`config.mk`:
```
export PLATFORM = sky130hd
export DESIGN_NAME = crxef_top
export DESIGN_NICKNAME = d
export VERILOG_FILES = /design/src/design/crxef_pkg.sv /design/src/design/crxef_top.sv
export SDC_FILE = /design/constraint.sdc
export NUM_CORES = 2
export LEC_CHECK = 0
export BUFFER_PORTS_ARGS = -buffer_cell sky130_fd_sc_hd__buf_2
export CORE_UTILIZATION = 30
export DETAILED_ROUTE_END_ITERATION = 6
export GPL_ROUTABILITY_DRIVEN = 0
export SYNTH_ARGS = -nofsm -noshare
export SYNTH_HDL_FRONTEND = slang
export SYNTH_SLANG_ARGS = --single-unit
```
`constraint.sdc`:
```
create_clock -name CLK_SYS -period 5.31 [get_ports CLK_SYS]
set_clock_uncertainty 0.2 [all_clocks]
set_input_delay 0.2655 -clock CLK_SYS [delete_from_list [all_inputs] [get_ports CLK_SYS]]
set_output_delay 0.2655 -clock CLK_SYS [all_outputs]
set_load 0.02 [all_outputs]
```
`src/design/crxef_pkg.sv`:
```
// Constants and types for the CAN receive error and filter block
package crxef_pkg;
    localparam logic [11:0] OFS_GCFG = 12'h000;
    localparam logic [11:0] OFS_CTRL = 12'h004;
    localparam logic [11:0] OFS_ERFL = 12'h008;
    localparam logic [11:0] OFS_STS = 12'h00C;
    localparam logic [11:0] OFS_GERFL = 12'h010;
    localparam logic [3:0] RULE_PAGE = 4'h1;
    localparam logic [1:0] SUB_ID = 2'h0;
    localparam logic [1:0] SUB_MASK = 2'h1;
    localparam logic [1:0] SUB_PTR = 2'h2;
    localparam int GCFG_DCE = 0;
    localparam int GCFG_DRE = 1;
    localparam int GCFG_MIRR = 2;
    localparam int GCFG_MLIE = 3;
    localparam int GCFG_RNUM_LSB = 8;
    localparam logic [31:0] GCFG_RST = 32'h0000_0000;
    localparam int CTL_MODE_LSB = 0;
    localparam int CTL_FBOE = 2;
    localparam int CTL_POL_LSB = 3;
    localparam int CTL_BEIE = 5;
    localparam int CTL_BORIE = 6;
    localparam logic [31:0] CTL_RST = 32'h0000_0001;
    localparam int EF_BUS = 0;
    localparam int EF_ADLM = 1;
    localparam int EF_REC = 2;
    localparam int EF_DOM = 3;
    localparam int EF_CRC = 4;
    localparam int EF_ACK = 5;
    localparam int EF_FORM = 6;
    localparam int EF_STUFF = 7;
    localparam int EF_BUSOFF_RECOVERY_FLAG = 8;
    localparam int GE_DLC = 0;
    localparam int GE_TRF_LOST = 1;
    localparam int GE_RXF_LSB = 8;
    localparam int ID_OWN = 29;
    localparam int ID_RTR = 30;
    localparam int ID_IDE = 31;
    localparam int PTR_DLC_LSB = 0;
    localparam int PTR_LBL_LSB = 4;
    localparam int PTR_RXF_LSB = 16;
    localparam int PTR_TRF = 24;
    localparam int PTR_BUF = 25;
    localparam int PTR_BNUM_LSB = 26;
    localparam logic [1:0] MODE_COMM = 2'h0;
    localparam logic [1:0] MODE_RESET = 2'h1;
    localparam logic [1:0] MODE_STBY = 2'h2;
    localparam logic [1:0] POL_STBY_START = 2'h1;
    localparam logic [1:0] POL_STBY_REQ = 2'h3;
    localparam logic [7:0] BO_SEQ_CNT = 8'h80;
    typedef enum logic [1:0] {
        ST_RESET = 2'b00,
        ST_COMM = 2'b01,
        ST_STBY = 2'b10,
        ST_BUSOFF = 2'b11
    } crxef_state_t;
endpackage

```
`src/design/crxef_top.sv`:
```
// Channel error flags, bus-off recovery and receive rule filtering
//
// What this block does
// - Sending recessive but seeing dominant sets the dominant bit error flag.
// - A checksum mismatch in a received frame sets the crc error flag.
// - A transmitted frame without acknowledge sets the ack error flag.
// - An illegal level in a fixed-format field sets the form error flag.
// - A bit stuffing violation on the bus sets the stuff error flag.
// - Recovery flag set only after 128 sequences of 11 recessive bits in bus-off.
// - Reset mode request during bus-off leaves bus-off without recovery flag.
// - Forced exit bit leaves bus-off at once without recovery flag.
// - Policy 01 enters standby when bus-off starts, never setting recovery flag.
// - Policy 11 enters standby on software standby request during bus-off, no flag.
// - A message for an occupied receive buffer overwrites it, no interrupt.
// - A message for a full receive FIFO is dropped, loss flagged, global error.
// - A message for a full transmit/receive FIFO is dropped, loss flagged.
// - Each rule compares ID, IDE and RTR under its own masks.
// - With mirror on, each rule selects own-node or other-node messages.
// - With DLC check on, a short DLC against the rule flags an error.
// - With check and replacement on, the rule DLC is stored instead.
// - The matching rule's storage selection picks FIFOs or receive buffer.
// - The matching rule's label travels with every stored message.
// - An illegal acknowledge delimiter level sets the delimiter form flag.
// - Sending dominant but seeing recessive sets the recessive bit error flag.
// - Any protocol error sets the bus error summary and may request interrupt.
//
// Design decisions made here: strobed register access and the placing of the registers.
`timescale 1ns/1ps
module crxef_top #(
    parameter int NRULES = 16
) (
    input wire logic CLK_SYS,
    input wire logic RESETN,
    input wire logic [11:0] ADDR,
    input wire logic [31:0] WDATA,
    input wire logic WR,
    input wire logic RD,
    output logic [31:0] RDATA,
    input wire logic ERR_ADLM,
    input wire logic ERR_REC_BIT,
    input wire logic ERR_DOM_BIT,
    input wire logic ERR_CRC,
    input wire logic ERR_ACK,
    input wire logic ERR_FORM,
    input wire logic ERR_STUFF,
    input wire logic BUSOFF_START,
    input wire logic REC11_SEEN,
    input wire logic RX_VALID,
    input wire logic [28:0] RX_ID,
    input wire logic RX_IDE,
    input wire logic RX_RTR,
    input wire logic [3:0] RX_DLC,
    input wire logic RX_OWN,
    input wire logic [7:0] RXF_FULL,
    input wire logic TRF_FULL,
    output logic STORE_VALID,
    output logic [3:0] STORE_DLC,
    output logic [11:0] STORE_LABEL,
    output logic [7:0] STORE_RXF,
    output logic STORE_TRF,
    output logic STORE_BUF,
    output logic [5:0] STORE_BUF_NUM,
    output logic [1:0] CH_MODE,
    output logic CH_ERR_IRQ,
    output logic GLOBAL_ERR_IRQ
);
    localparam int RIDX_W = (NRULES > 1) ? $clog2(NRULES) : 1;

    logic [31:0] gcfg_reg;
    logic [31:0] ctrl_reg;
    logic [8:0] erfl_reg;
    logic [8:0] erfl_next;
    logic [15:0] gerfl_reg;
    logic [15:0] gerfl_next;
    logic [31:0] rule_id_reg [0:NRULES-1];
    logic [31:0] rule_mask_reg [0:NRULES-1];
    logic [31:0] rule_ptr_reg [0:NRULES-1];
    crxef_pkg::crxef_state_t st_reg;
    crxef_pkg::crxef_state_t st_next;
    logic [7:0] cnt_reg;
    logic [7:0] cnt_next;
    logic busoff_recovery_flag_set;
    logic [31:0] rdata_next;

    // Register decode
    wire gcfg_wr = WR && (ADDR == crxef_pkg::OFS_GCFG);
    wire ctrl_wr = WR && (ADDR == crxef_pkg::OFS_CTRL);
    wire erfl_wr = WR && (ADDR == crxef_pkg::OFS_ERFL);
    wire gerfl_wr = WR && (ADDR == crxef_pkg::OFS_GERFL);
    wire rule_hit = (ADDR[11:8] == crxef_pkg::RULE_PAGE) && ({1'b0, ADDR[7:4]} < 5'(NRULES));
    wire rule_wr = WR && rule_hit;
    wire [3:0] rule_idx = ADDR[7:4];
    wire [1:0] req_mode = WDATA[crxef_pkg::CTL_MODE_LSB +: 2];
    wire fboe_wr = ctrl_wr && WDATA[crxef_pkg::CTL_FBOE];
    wire [1:0] pol = ctrl_reg[crxef_pkg::CTL_POL_LSB +: 2];
    wire dce = gcfg_reg[crxef_pkg::GCFG_DCE];
    wire dre = gcfg_reg[crxef_pkg::GCFG_DRE];
    wire mirror = gcfg_reg[crxef_pkg::GCFG_MIRR];
    wire [4:0] rule_num = gcfg_reg[crxef_pkg::GCFG_RNUM_LSB +: 5];

    // Protocol error events in flag-bit order
    wire [7:1] ev = {ERR_STUFF, ERR_FORM, ERR_ACK, ERR_CRC, ERR_DOM_BIT, ERR_REC_BIT, ERR_ADLM};
    wire ev_any = |ev;

    // Acceptance filter, one comparator per rule
    logic [NRULES-1:0] hit;
    genvar g;
    generate
        for (g = 0; g < NRULES; g++)
        begin : g_rule
            wire [30:0] rx_key = {RX_IDE, RX_RTR, RX_ID};
            wire [30:0] rl_key = {rule_id_reg[g][31:30], rule_id_reg[g][28:0]};
            wire [30:0] rl_msk = {rule_mask_reg[g][31:30], rule_mask_reg[g][28:0]};
            wire key_ok = ((rx_key ^ rl_key) & rl_msk) == 31'h0000_0000;
            // Without mirror, own transmissions never reach the filter
            wire src_ok = mirror ? (rule_id_reg[g][crxef_pkg::ID_OWN] == RX_OWN) : !RX_OWN;
            assign hit[g] = (5'(g) < rule_num) && key_ok && src_ok;
        end
    endgenerate

    // Lowest numbered matching rule wins
    logic [RIDX_W-1:0] sel;
    logic any_hit;
    always_comb
    begin
        sel = '0;
        any_hit = 1'b0;
        for (int i = NRULES - 1; i >= 0; i--)
        begin
            if (hit[i])
            begin
                sel = RIDX_W'(i);
                any_hit = 1'b1;
            end
        end
    end

    wire [31:0] sel_ptr = rule_ptr_reg[sel];
    wire [3:0] rule_dlc = sel_ptr[crxef_pkg::PTR_DLC_LSB +: 4];
    wire dlc_ok = !dce || (RX_DLC >= rule_dlc);
    wire matched = RX_VALID && any_hit;
    wire accept = matched && dlc_ok;
    wire dlc_fail = matched && !dlc_ok;
    wire [7:0] rxf_route = accept ? sel_ptr[crxef_pkg::PTR_RXF_LSB +: 8] : 8'h00;
    wire [7:0] lost_rxf = rxf_route & RXF_FULL;
    wire [7:0] put_rxf = rxf_route & ~RXF_FULL;
    wire trf_route = accept && sel_ptr[crxef_pkg::PTR_TRF];
    wire lost_trf = trf_route && TRF_FULL;
    wire put_trf = trf_route && !TRF_FULL;
    // Receive buffer has no full state: an unread entry is simply overwritten
    wire put_buf = accept && sel_ptr[crxef_pkg::PTR_BUF];
    wire store_any = (put_rxf != 8'h00) || put_trf || put_buf;
    wire [3:0] dlc_out = (dce && dre) ? rule_dlc : RX_DLC;

    // Bus-off recovery and channel mode
    always_comb
    begin
        st_next = st_reg;
        cnt_next = cnt_reg;
        busoff_recovery_flag_set = 1'b0;
        case (st_reg)
            crxef_pkg::ST_RESET, crxef_pkg::ST_STBY, crxef_pkg::ST_COMM:
            begin
                if (ctrl_wr && req_mode == crxef_pkg::MODE_COMM)
                    st_next = crxef_pkg::ST_COMM;
                else if (ctrl_wr && req_mode == crxef_pkg::MODE_RESET)
                    st_next = crxef_pkg::ST_RESET;
                else if (ctrl_wr && req_mode == crxef_pkg::MODE_STBY)
                    st_next = crxef_pkg::ST_STBY;
                else if (st_reg == crxef_pkg::ST_COMM && BUSOFF_START)
                begin
                    cnt_next = 8'h00;
                    if (pol == crxef_pkg::POL_STBY_START)
                        st_next = crxef_pkg::ST_STBY;
                    else
                        st_next = crxef_pkg::ST_BUSOFF;
                end
            end
            crxef_pkg::ST_BUSOFF:
            begin
                // A software exit in the same cycle as the last sequence wins, with no flag
                if (fboe_wr)
                    st_next = crxef_pkg::ST_COMM;
                else if (ctrl_wr && req_mode == crxef_pkg::MODE_RESET)
                    st_next = crxef_pkg::ST_RESET;
                else if (ctrl_wr && req_mode == crxef_pkg::MODE_STBY && pol == crxef_pkg::POL_STBY_REQ)
                    st_next = crxef_pkg::ST_STBY;
                else if (REC11_SEEN)
                begin
                    if (cnt_reg == crxef_pkg::BO_SEQ_CNT - 8'h01)
                    begin
                        st_next = crxef_pkg::ST_COMM;
                        busoff_recovery_flag_set = 1'b1;
                    end
                    else
                        cnt_next = cnt_reg + 8'h01;
                end
            end
            default:
                st_next = crxef_pkg::ST_RESET;
        endcase
    end

    // Flags: a write of zero clears, a set in the same cycle wins
    wire [8:0] erfl_keep = erfl_wr ? WDATA[8:0] : 9'h1FF;
    wire [8:0] erfl_set = {busoff_recovery_flag_set, ev, ev_any};
    assign erfl_next = (erfl_reg & erfl_keep) | erfl_set;
    wire [15:0] gerfl_keep = gerfl_wr ? WDATA[15:0] : 16'hFFFF;
    wire [15:0] gerfl_set = {lost_rxf, 6'h00, lost_trf, dlc_fail};
    assign gerfl_next = (gerfl_reg & gerfl_keep) | gerfl_set;
    wire lost_any = (gerfl_reg[crxef_pkg::GE_RXF_LSB +: 8] != 8'h00) || gerfl_reg[crxef_pkg::GE_TRF_LOST];
    wire gerr_next = gerfl_reg[crxef_pkg::GE_DLC] || (gcfg_reg[crxef_pkg::GCFG_MLIE] && lost_any);
    wire cherr_next = (ctrl_reg[crxef_pkg::CTL_BEIE] && erfl_reg[crxef_pkg::EF_BUS])
        || (ctrl_reg[crxef_pkg::CTL_BORIE] && erfl_reg[crxef_pkg::EF_BUSOFF_RECOVERY_FLAG]);

    // Read mux
    always_comb
    begin
        rdata_next = 32'h0000_0000;
        if (ADDR == crxef_pkg::OFS_GCFG)
            rdata_next = gcfg_reg;
        else if (ADDR == crxef_pkg::OFS_CTRL)
            rdata_next = ctrl_reg;
        else if (ADDR == crxef_pkg::OFS_ERFL)
            rdata_next = {23'h00_0000, erfl_reg};
        else if (ADDR == crxef_pkg::OFS_STS)
            rdata_next = {16'h0000, cnt_reg, 6'h00, st_reg};
        else if (ADDR == crxef_pkg::OFS_GERFL)
            rdata_next = {16'h0000, gerfl_reg};
        else if (rule_hit && ADDR[3:2] == crxef_pkg::SUB_ID)
            rdata_next = rule_id_reg[rule_idx];
        else if (rule_hit && ADDR[3:2] == crxef_pkg::SUB_MASK)
            rdata_next = rule_mask_reg[rule_idx];
        else if (rule_hit && ADDR[3:2] == crxef_pkg::SUB_PTR)
            rdata_next = rule_ptr_reg[rule_idx];
    end

    always_ff @(posedge CLK_SYS)
    begin
        if (!RESETN)
        begin
            gcfg_reg <= crxef_pkg::GCFG_RST;
            ctrl_reg <= crxef_pkg::CTL_RST;
        end
        else
        begin
            if (gcfg_wr)
                gcfg_reg <= WDATA;
            // The forced exit bit is a strobe and never stored
            if (ctrl_wr)
                ctrl_reg <= WDATA & ~(32'h0000_0001 << crxef_pkg::CTL_FBOE);
        end
    end

    always_ff @(posedge CLK_SYS)
    begin
        if (!RESETN)
        begin
            for (int i = 0; i < NRULES; i++)
            begin
                rule_id_reg[i] <= 32'h0000_0000;
                rule_mask_reg[i] <= 32'h0000_0000;
                rule_ptr_reg[i] <= 32'h0000_0000;
            end
        end
        else if (rule_wr)
        begin
            if (ADDR[3:2] == crxef_pkg::SUB_ID)
                rule_id_reg[rule_idx] <= WDATA;
            if (ADDR[3:2] == crxef_pkg::SUB_MASK)
                rule_mask_reg[rule_idx] <= WDATA;
            if (ADDR[3:2] == crxef_pkg::SUB_PTR)
                rule_ptr_reg[rule_idx] <= WDATA;
        end
    end

    always_ff @(posedge CLK_SYS)
    begin
        if (!RESETN)
        begin
            st_reg <= crxef_pkg::ST_RESET;
            cnt_reg <= 8'h00;
            erfl_reg <= 9'h000;
            gerfl_reg <= 16'h0000;
            CH_MODE <= crxef_pkg::MODE_RESET;
            CH_ERR_IRQ <= 1'b0;
            GLOBAL_ERR_IRQ <= 1'b0;
            RDATA <= 32'h0000_0000;
        end
        else
        begin
            st_reg <= st_next;
            cnt_reg <= cnt_next;
            erfl_reg <= erfl_next;
            gerfl_reg <= gerfl_next;
            CH_MODE <= (st_next == crxef_pkg::ST_STBY) ? crxef_pkg::MODE_STBY
                : (st_next == crxef_pkg::ST_RESET) ? crxef_pkg::MODE_RESET : crxef_pkg::MODE_COMM;
            CH_ERR_IRQ <= cherr_next;
            GLOBAL_ERR_IRQ <= gerr_next;
            RDATA <= RD ? rdata_next : 32'h0000_0000;
        end
    end

    // Store request to the message RAM, one cycle after the frame is offered
    always_ff @(posedge CLK_SYS)
    begin
        if (!RESETN)
        begin
            STORE_VALID <= 1'b0;
            STORE_DLC <= 4'h0;
            STORE_LABEL <= 12'h000;
            STORE_RXF <= 8'h00;
            STORE_TRF <= 1'b0;
            STORE_BUF <= 1'b0;
            STORE_BUF_NUM <= 6'h00;
        end
        else
        begin
            STORE_VALID <= store_any;
            STORE_DLC <= dlc_out;
            STORE_LABEL <= sel_ptr[crxef_pkg::PTR_LBL_LSB +: 12];
            STORE_RXF <= put_rxf;
            STORE_TRF <= put_trf;
            STORE_BUF <= put_buf;
            STORE_BUF_NUM <= sel_ptr[crxef_pkg::PTR_BNUM_LSB +: 6];
        end
    end

    property p_dom_err;
        @(posedge CLK_SYS) disable iff (!RESETN)
        ERR_DOM_BIT |=> erfl_reg[crxef_pkg::EF_DOM] && erfl_reg[crxef_pkg::EF_BUS];
    endproperty
    a_dom_err: assert property (p_dom_err) else $error("dominant bit error not flagged");

    property p_stuff_err;
        @(posedge CLK_SYS) disable iff (!RESETN)
        ERR_STUFF |=> erfl_reg[crxef_pkg::EF_STUFF];
    endproperty
    a_stuff_err: assert property (p_stuff_err) else $error("stuff error not flagged");

    property p_summary;
        @(posedge CLK_SYS) disable iff (!RESETN)
        ev_any ##1 ctrl_reg[crxef_pkg::CTL_BEIE] |=> CH_ERR_IRQ;
    endproperty
    a_summary: assert property (p_summary) else $error("bus error summary not raised");

    property p_hold;
        @(posedge CLK_SYS) disable iff (!RESETN)
        erfl_reg[crxef_pkg::EF_CRC] && !erfl_wr |=> erfl_reg[crxef_pkg::EF_CRC];
    endproperty
    a_hold: assert property (p_hold) else $error("crc flag dropped without write");

    property p_busoff_recovery_flag;
        @(posedge CLK_SYS) disable iff (!RESETN)
        $rose(erfl_reg[crxef_pkg::EF_BUSOFF_RECOVERY_FLAG]) |-> $past(st_reg) == crxef_pkg::ST_BUSOFF
            && $past(cnt_reg) == crxef_pkg::BO_SEQ_CNT - 8'h01 && $past(REC11_SEEN)
            && st_reg == crxef_pkg::ST_COMM;
    endproperty
    a_busoff_recovery_flag: assert property (p_busoff_recovery_flag) else $error("recovery flag without 128 sequences");

    property p_fboe;
        @(posedge CLK_SYS) disable iff (!RESETN)
        st_reg == crxef_pkg::ST_BUSOFF && fboe_wr |=> st_reg == crxef_pkg::ST_COMM
            && !$rose(erfl_reg[crxef_pkg::EF_BUSOFF_RECOVERY_FLAG]);
    endproperty
    a_fboe: assert property (p_fboe) else $error("forced exit misbehaved");

    property p_pol_start;
        @(posedge CLK_SYS) disable iff (!RESETN)
        st_reg == crxef_pkg::ST_COMM && BUSOFF_START && !ctrl_wr && pol == crxef_pkg::POL_STBY_START
            |=> st_reg == crxef_pkg::ST_STBY && CH_MODE == crxef_pkg::MODE_STBY;
    endproperty
    a_pol_start: assert property (p_pol_start) else $error("standby on bus-off start missed");

    property p_lost;
        @(posedge CLK_SYS) disable iff (!RESETN)
        lost_rxf != 8'h00 |=> (STORE_RXF & $past(lost_rxf)) == 8'h00
            && (gerfl_reg[crxef_pkg::GE_RXF_LSB +: 8] & $past(lost_rxf)) == $past(lost_rxf);
    endproperty
    a_lost: assert property (p_lost) else $error("full FIFO message not discarded");

    property p_nomatch;
        @(posedge CLK_SYS) disable iff (!RESETN)
        RX_VALID && !any_hit && !gerfl_wr |=> !STORE_VALID && $stable(gerfl_reg[crxef_pkg::GE_DLC]);
    endproperty
    a_nomatch: assert property (p_nomatch) else $error("unmatched message stored");
endmodule

```
==> results.yml <==
clock_network:
  clk_pin_slew_worst_paths_ns: 0.07
  cts_tree: "yes"
  clockBufferDepth: 4
  clk_latency_ns: 0.92
  clock-sinks: 1703
  numCtsBuffers: 196
  h-tree-depth: 4
  clockRootBuffer: "clkbuf_16"
yosys:
  synth_fp_nets: 7233
  yosys-top-cells-area: "edfxtp_1 (51%), mux4_2 (12%), and2_1 (10%)"
  ys_seq_area_share_pct: 54.33
  synth_edf_count: 1536
  synth_area_leader_cell: "edfxtp_1"
  synthArstFlopShare_pct: 0
  syn_area_per_cell_um2: 12.78
  synth-warning-count: 0
  syn-cell-area_um2: 91050
  ys_types: 94
  synth_flop_cell: "edfxtp_1"
  ys_ff_latch: 1703
  synthesis.instances: 7125
  synth_top_area_share_pct: 50.66
sta:
  setup_viol: 21
  final-hold-violation-count: 0
  relSlewSlack_pct: 20.00
  max_freq_mhz: 161.5
  rsz0062_at_grt: "true"
  drv_slew: 0
  worst_slack_ns: -0.8837
  holdWs_ns: 0.09428
  post-route-period-util_pct: 116.6
  worst_pin_slew_ns: 1.200
  min_period_ns: 6.194
worst_setup_path:
  r2r_start: "rule_id_reg[7][25]"
  crit_required_ns: 5.82
  crit_arrival_ns: 6.71
  worst-setup-path-type: "reg -> reg"
  setup.worst_path.start: "rule_id_reg[7][25]"
  path_max_fanout: 7
  setup.worst_path.start_class: "flip-flop"
  crit_path_end_kind: "flip-flop"
finish:
  final_common_cell: "edfxtp_1"
  design_area_um2: 114000
  nets: 8443
  mostFrequentLayoutCells: "edfxtp_1 (1536), and2_1 (1503), buf_4 (1335)"
  drive_above_1_share_pct: 31.29
  syn_to_final_growth_pct: 25.24
job:
  drv_cap: 0
global_route:
  track_usage_pct: 28.20
  grt_pass1_vias: 70300
  grt_max_degree: 108
  grt_pass1_wl_um: 596900
  antenna_found_initial: 91
  grt_remaining_overflow: 0
power:
  cellLeakagePower_nw: 41.73
  power.density_nw_per_um2: 303.2
  peakVddDrop_mv: 0.2296
floorplanning:
  fp.dieH_um: 552.9
  die_x_um: 552.9
  die_area_um2: 305700
  row_count: 201
  start_util_pct: 30.27
  core_um2: 300800
  ios: 172
place:
  pre_cts_slack_ns: -1.526
  place_hpwl_um: 309500
  placed_area_um2: 106200
  io_buffers: 171
routing:
  vias_per_cell: 5.958
  dr.pass1.iters: 7
  drtIter0Drc: 13910
  drcViolationCount: 31
  vias: 74330
  wl_per_cell_um: 35.73
  postRouteAntennaNets: 0
  drt-total-wl_um: 445700
status:
  violations: "design-rule violations, negative setup slack"
  status: "complete, but fails checks"
hold_path:
  min_path_type: "in -> reg"
  hp-start: "ADDR[3]"
-- stage by stage --
stage / util, % / setup TNS, ns / total power, mW / cells
after floorplan: - / 0 / 17.78 / 7125
after global placement: 35.31 / -29.84 / 20.74 / 12010
after detailed placement: 35.31 / -26.37 / 20.77 / 12010
after CTS: 37.75 / -7.745 / 34.23 / 12430
after global routing: 37.89 / -12.96 / 35.00 / 12450
final: 37.91 / -11.76 / 34.57 / 12480
-- cells by family after synthesis --
group                    Yosys count  share of synthesized area, %
AND/OR/NAND/NOR                 2592                         15.99
flip-flops                      1703                         54.33
AO/OA/AOI/OAI                    988                         7.584
buffers and inverters            681                         3.304
multiplexers                     652                         13.88
XOR/XNOR                         504                         4.848
adder cells (fa/ha/maj)            5                       0.06871
-- cell usage after synthesis, drive strengths merged, types with 11 or more instances --
library cell / instances
and2: 1505
nand2: 415
nor3: 132
nor2: 190
o21a: 14
nor4: 28
a31oi: 26
o21ai: 118
dfxtp: 167
a22oi: 405
and3: 56
o22a: 14
a222oi: 28
a21oi: 200
nand2b: 14
buf: 173
mux4: 480
nand4: 112
nand3: 79
mux2: 81
clkbuf: 470
o22ai: 13
edfxtp: 1536
xor2: 501
a211oi: 58
a22o: 11
inv: 38
mux2i: 91
a21boi: 11
or3: 15
-- area by class of cell --
cell class              count  area (um^2)
fillers                 28450       186700
flip-flops and latches   1703        49470
multi-input cells        4741        39920
repair buffers           1655        13250
clock buffers             252         5383
well taps                3958         4952
clock inverters            93        817.0
inverters                  38        145.1
diodes                     36        90.09
-- routing by layer --
layer	part of all wire, %	track usage [%]	wire length [um]	vias up
met5	0.13	0.3751	583	-
met4	8.8	19.92	39190	62
met3	17	12.03	73570	1564
met2	40	39.06	176700	6916
met1	35	35.01	155700	36800
li1	-	-	-	28990
-- worst max-delay path: stages, from the launching register on --
cell      delay (ns)
edfxtp_1        0.42
xor2_1          0.66
a22oi_1         0.25
nand4_1         0.13
nor4_1          0.08
buf_4           0.14
nand2_1         0.26
nand3_1         0.19
o221ai_4        0.37
o221ai_4        0.18
buf_12          0.17
buf_8           0.14
buf_12          0.14
a31oi_4         0.18
a21oi_2         0.07
a211o_1         0.34
ha_4            0.23
nand2b_4        0.13
a21oi_2         0.15
nor2b_1         0.07
o21ai_1         0.12
and3b_2         0.32
or2_4           0.20
nor3_4          0.05
a22o_1          0.27
a22o_1          0.22
o41a_1          0.31
-- worst paths after layout --
kind | to | slack [ns] | cells after the start
worst max-delay path | STORE_VALID | -0.88 | 26
worst min-delay path | rule_id_reg[0][0] | 0.09 | 4
worst max register to register | STORE_VALID | -0.88 | 26
worst min register to register | gerfl_reg[3] | 0.25 | 1
-- repair_timing --
action	CTS	global route
hold buffers	67	0
resized for setup	83	59
setup buffers	10	19
cloned	1	1
endpoints found under the setup margin	34	31
pin swaps	34	47
hold endpoints to repair	343	0
-- power by group --
group / internal (mW) / total, mW / switching [mW]
Combinational: 1.96 / 5.24 / 3.28
Clock: 7.71 / 13.6 / 5.92
Sequential: 15.2 / 15.7 / 0.492
Note: power is estimated with default switching activity, not from simulation.
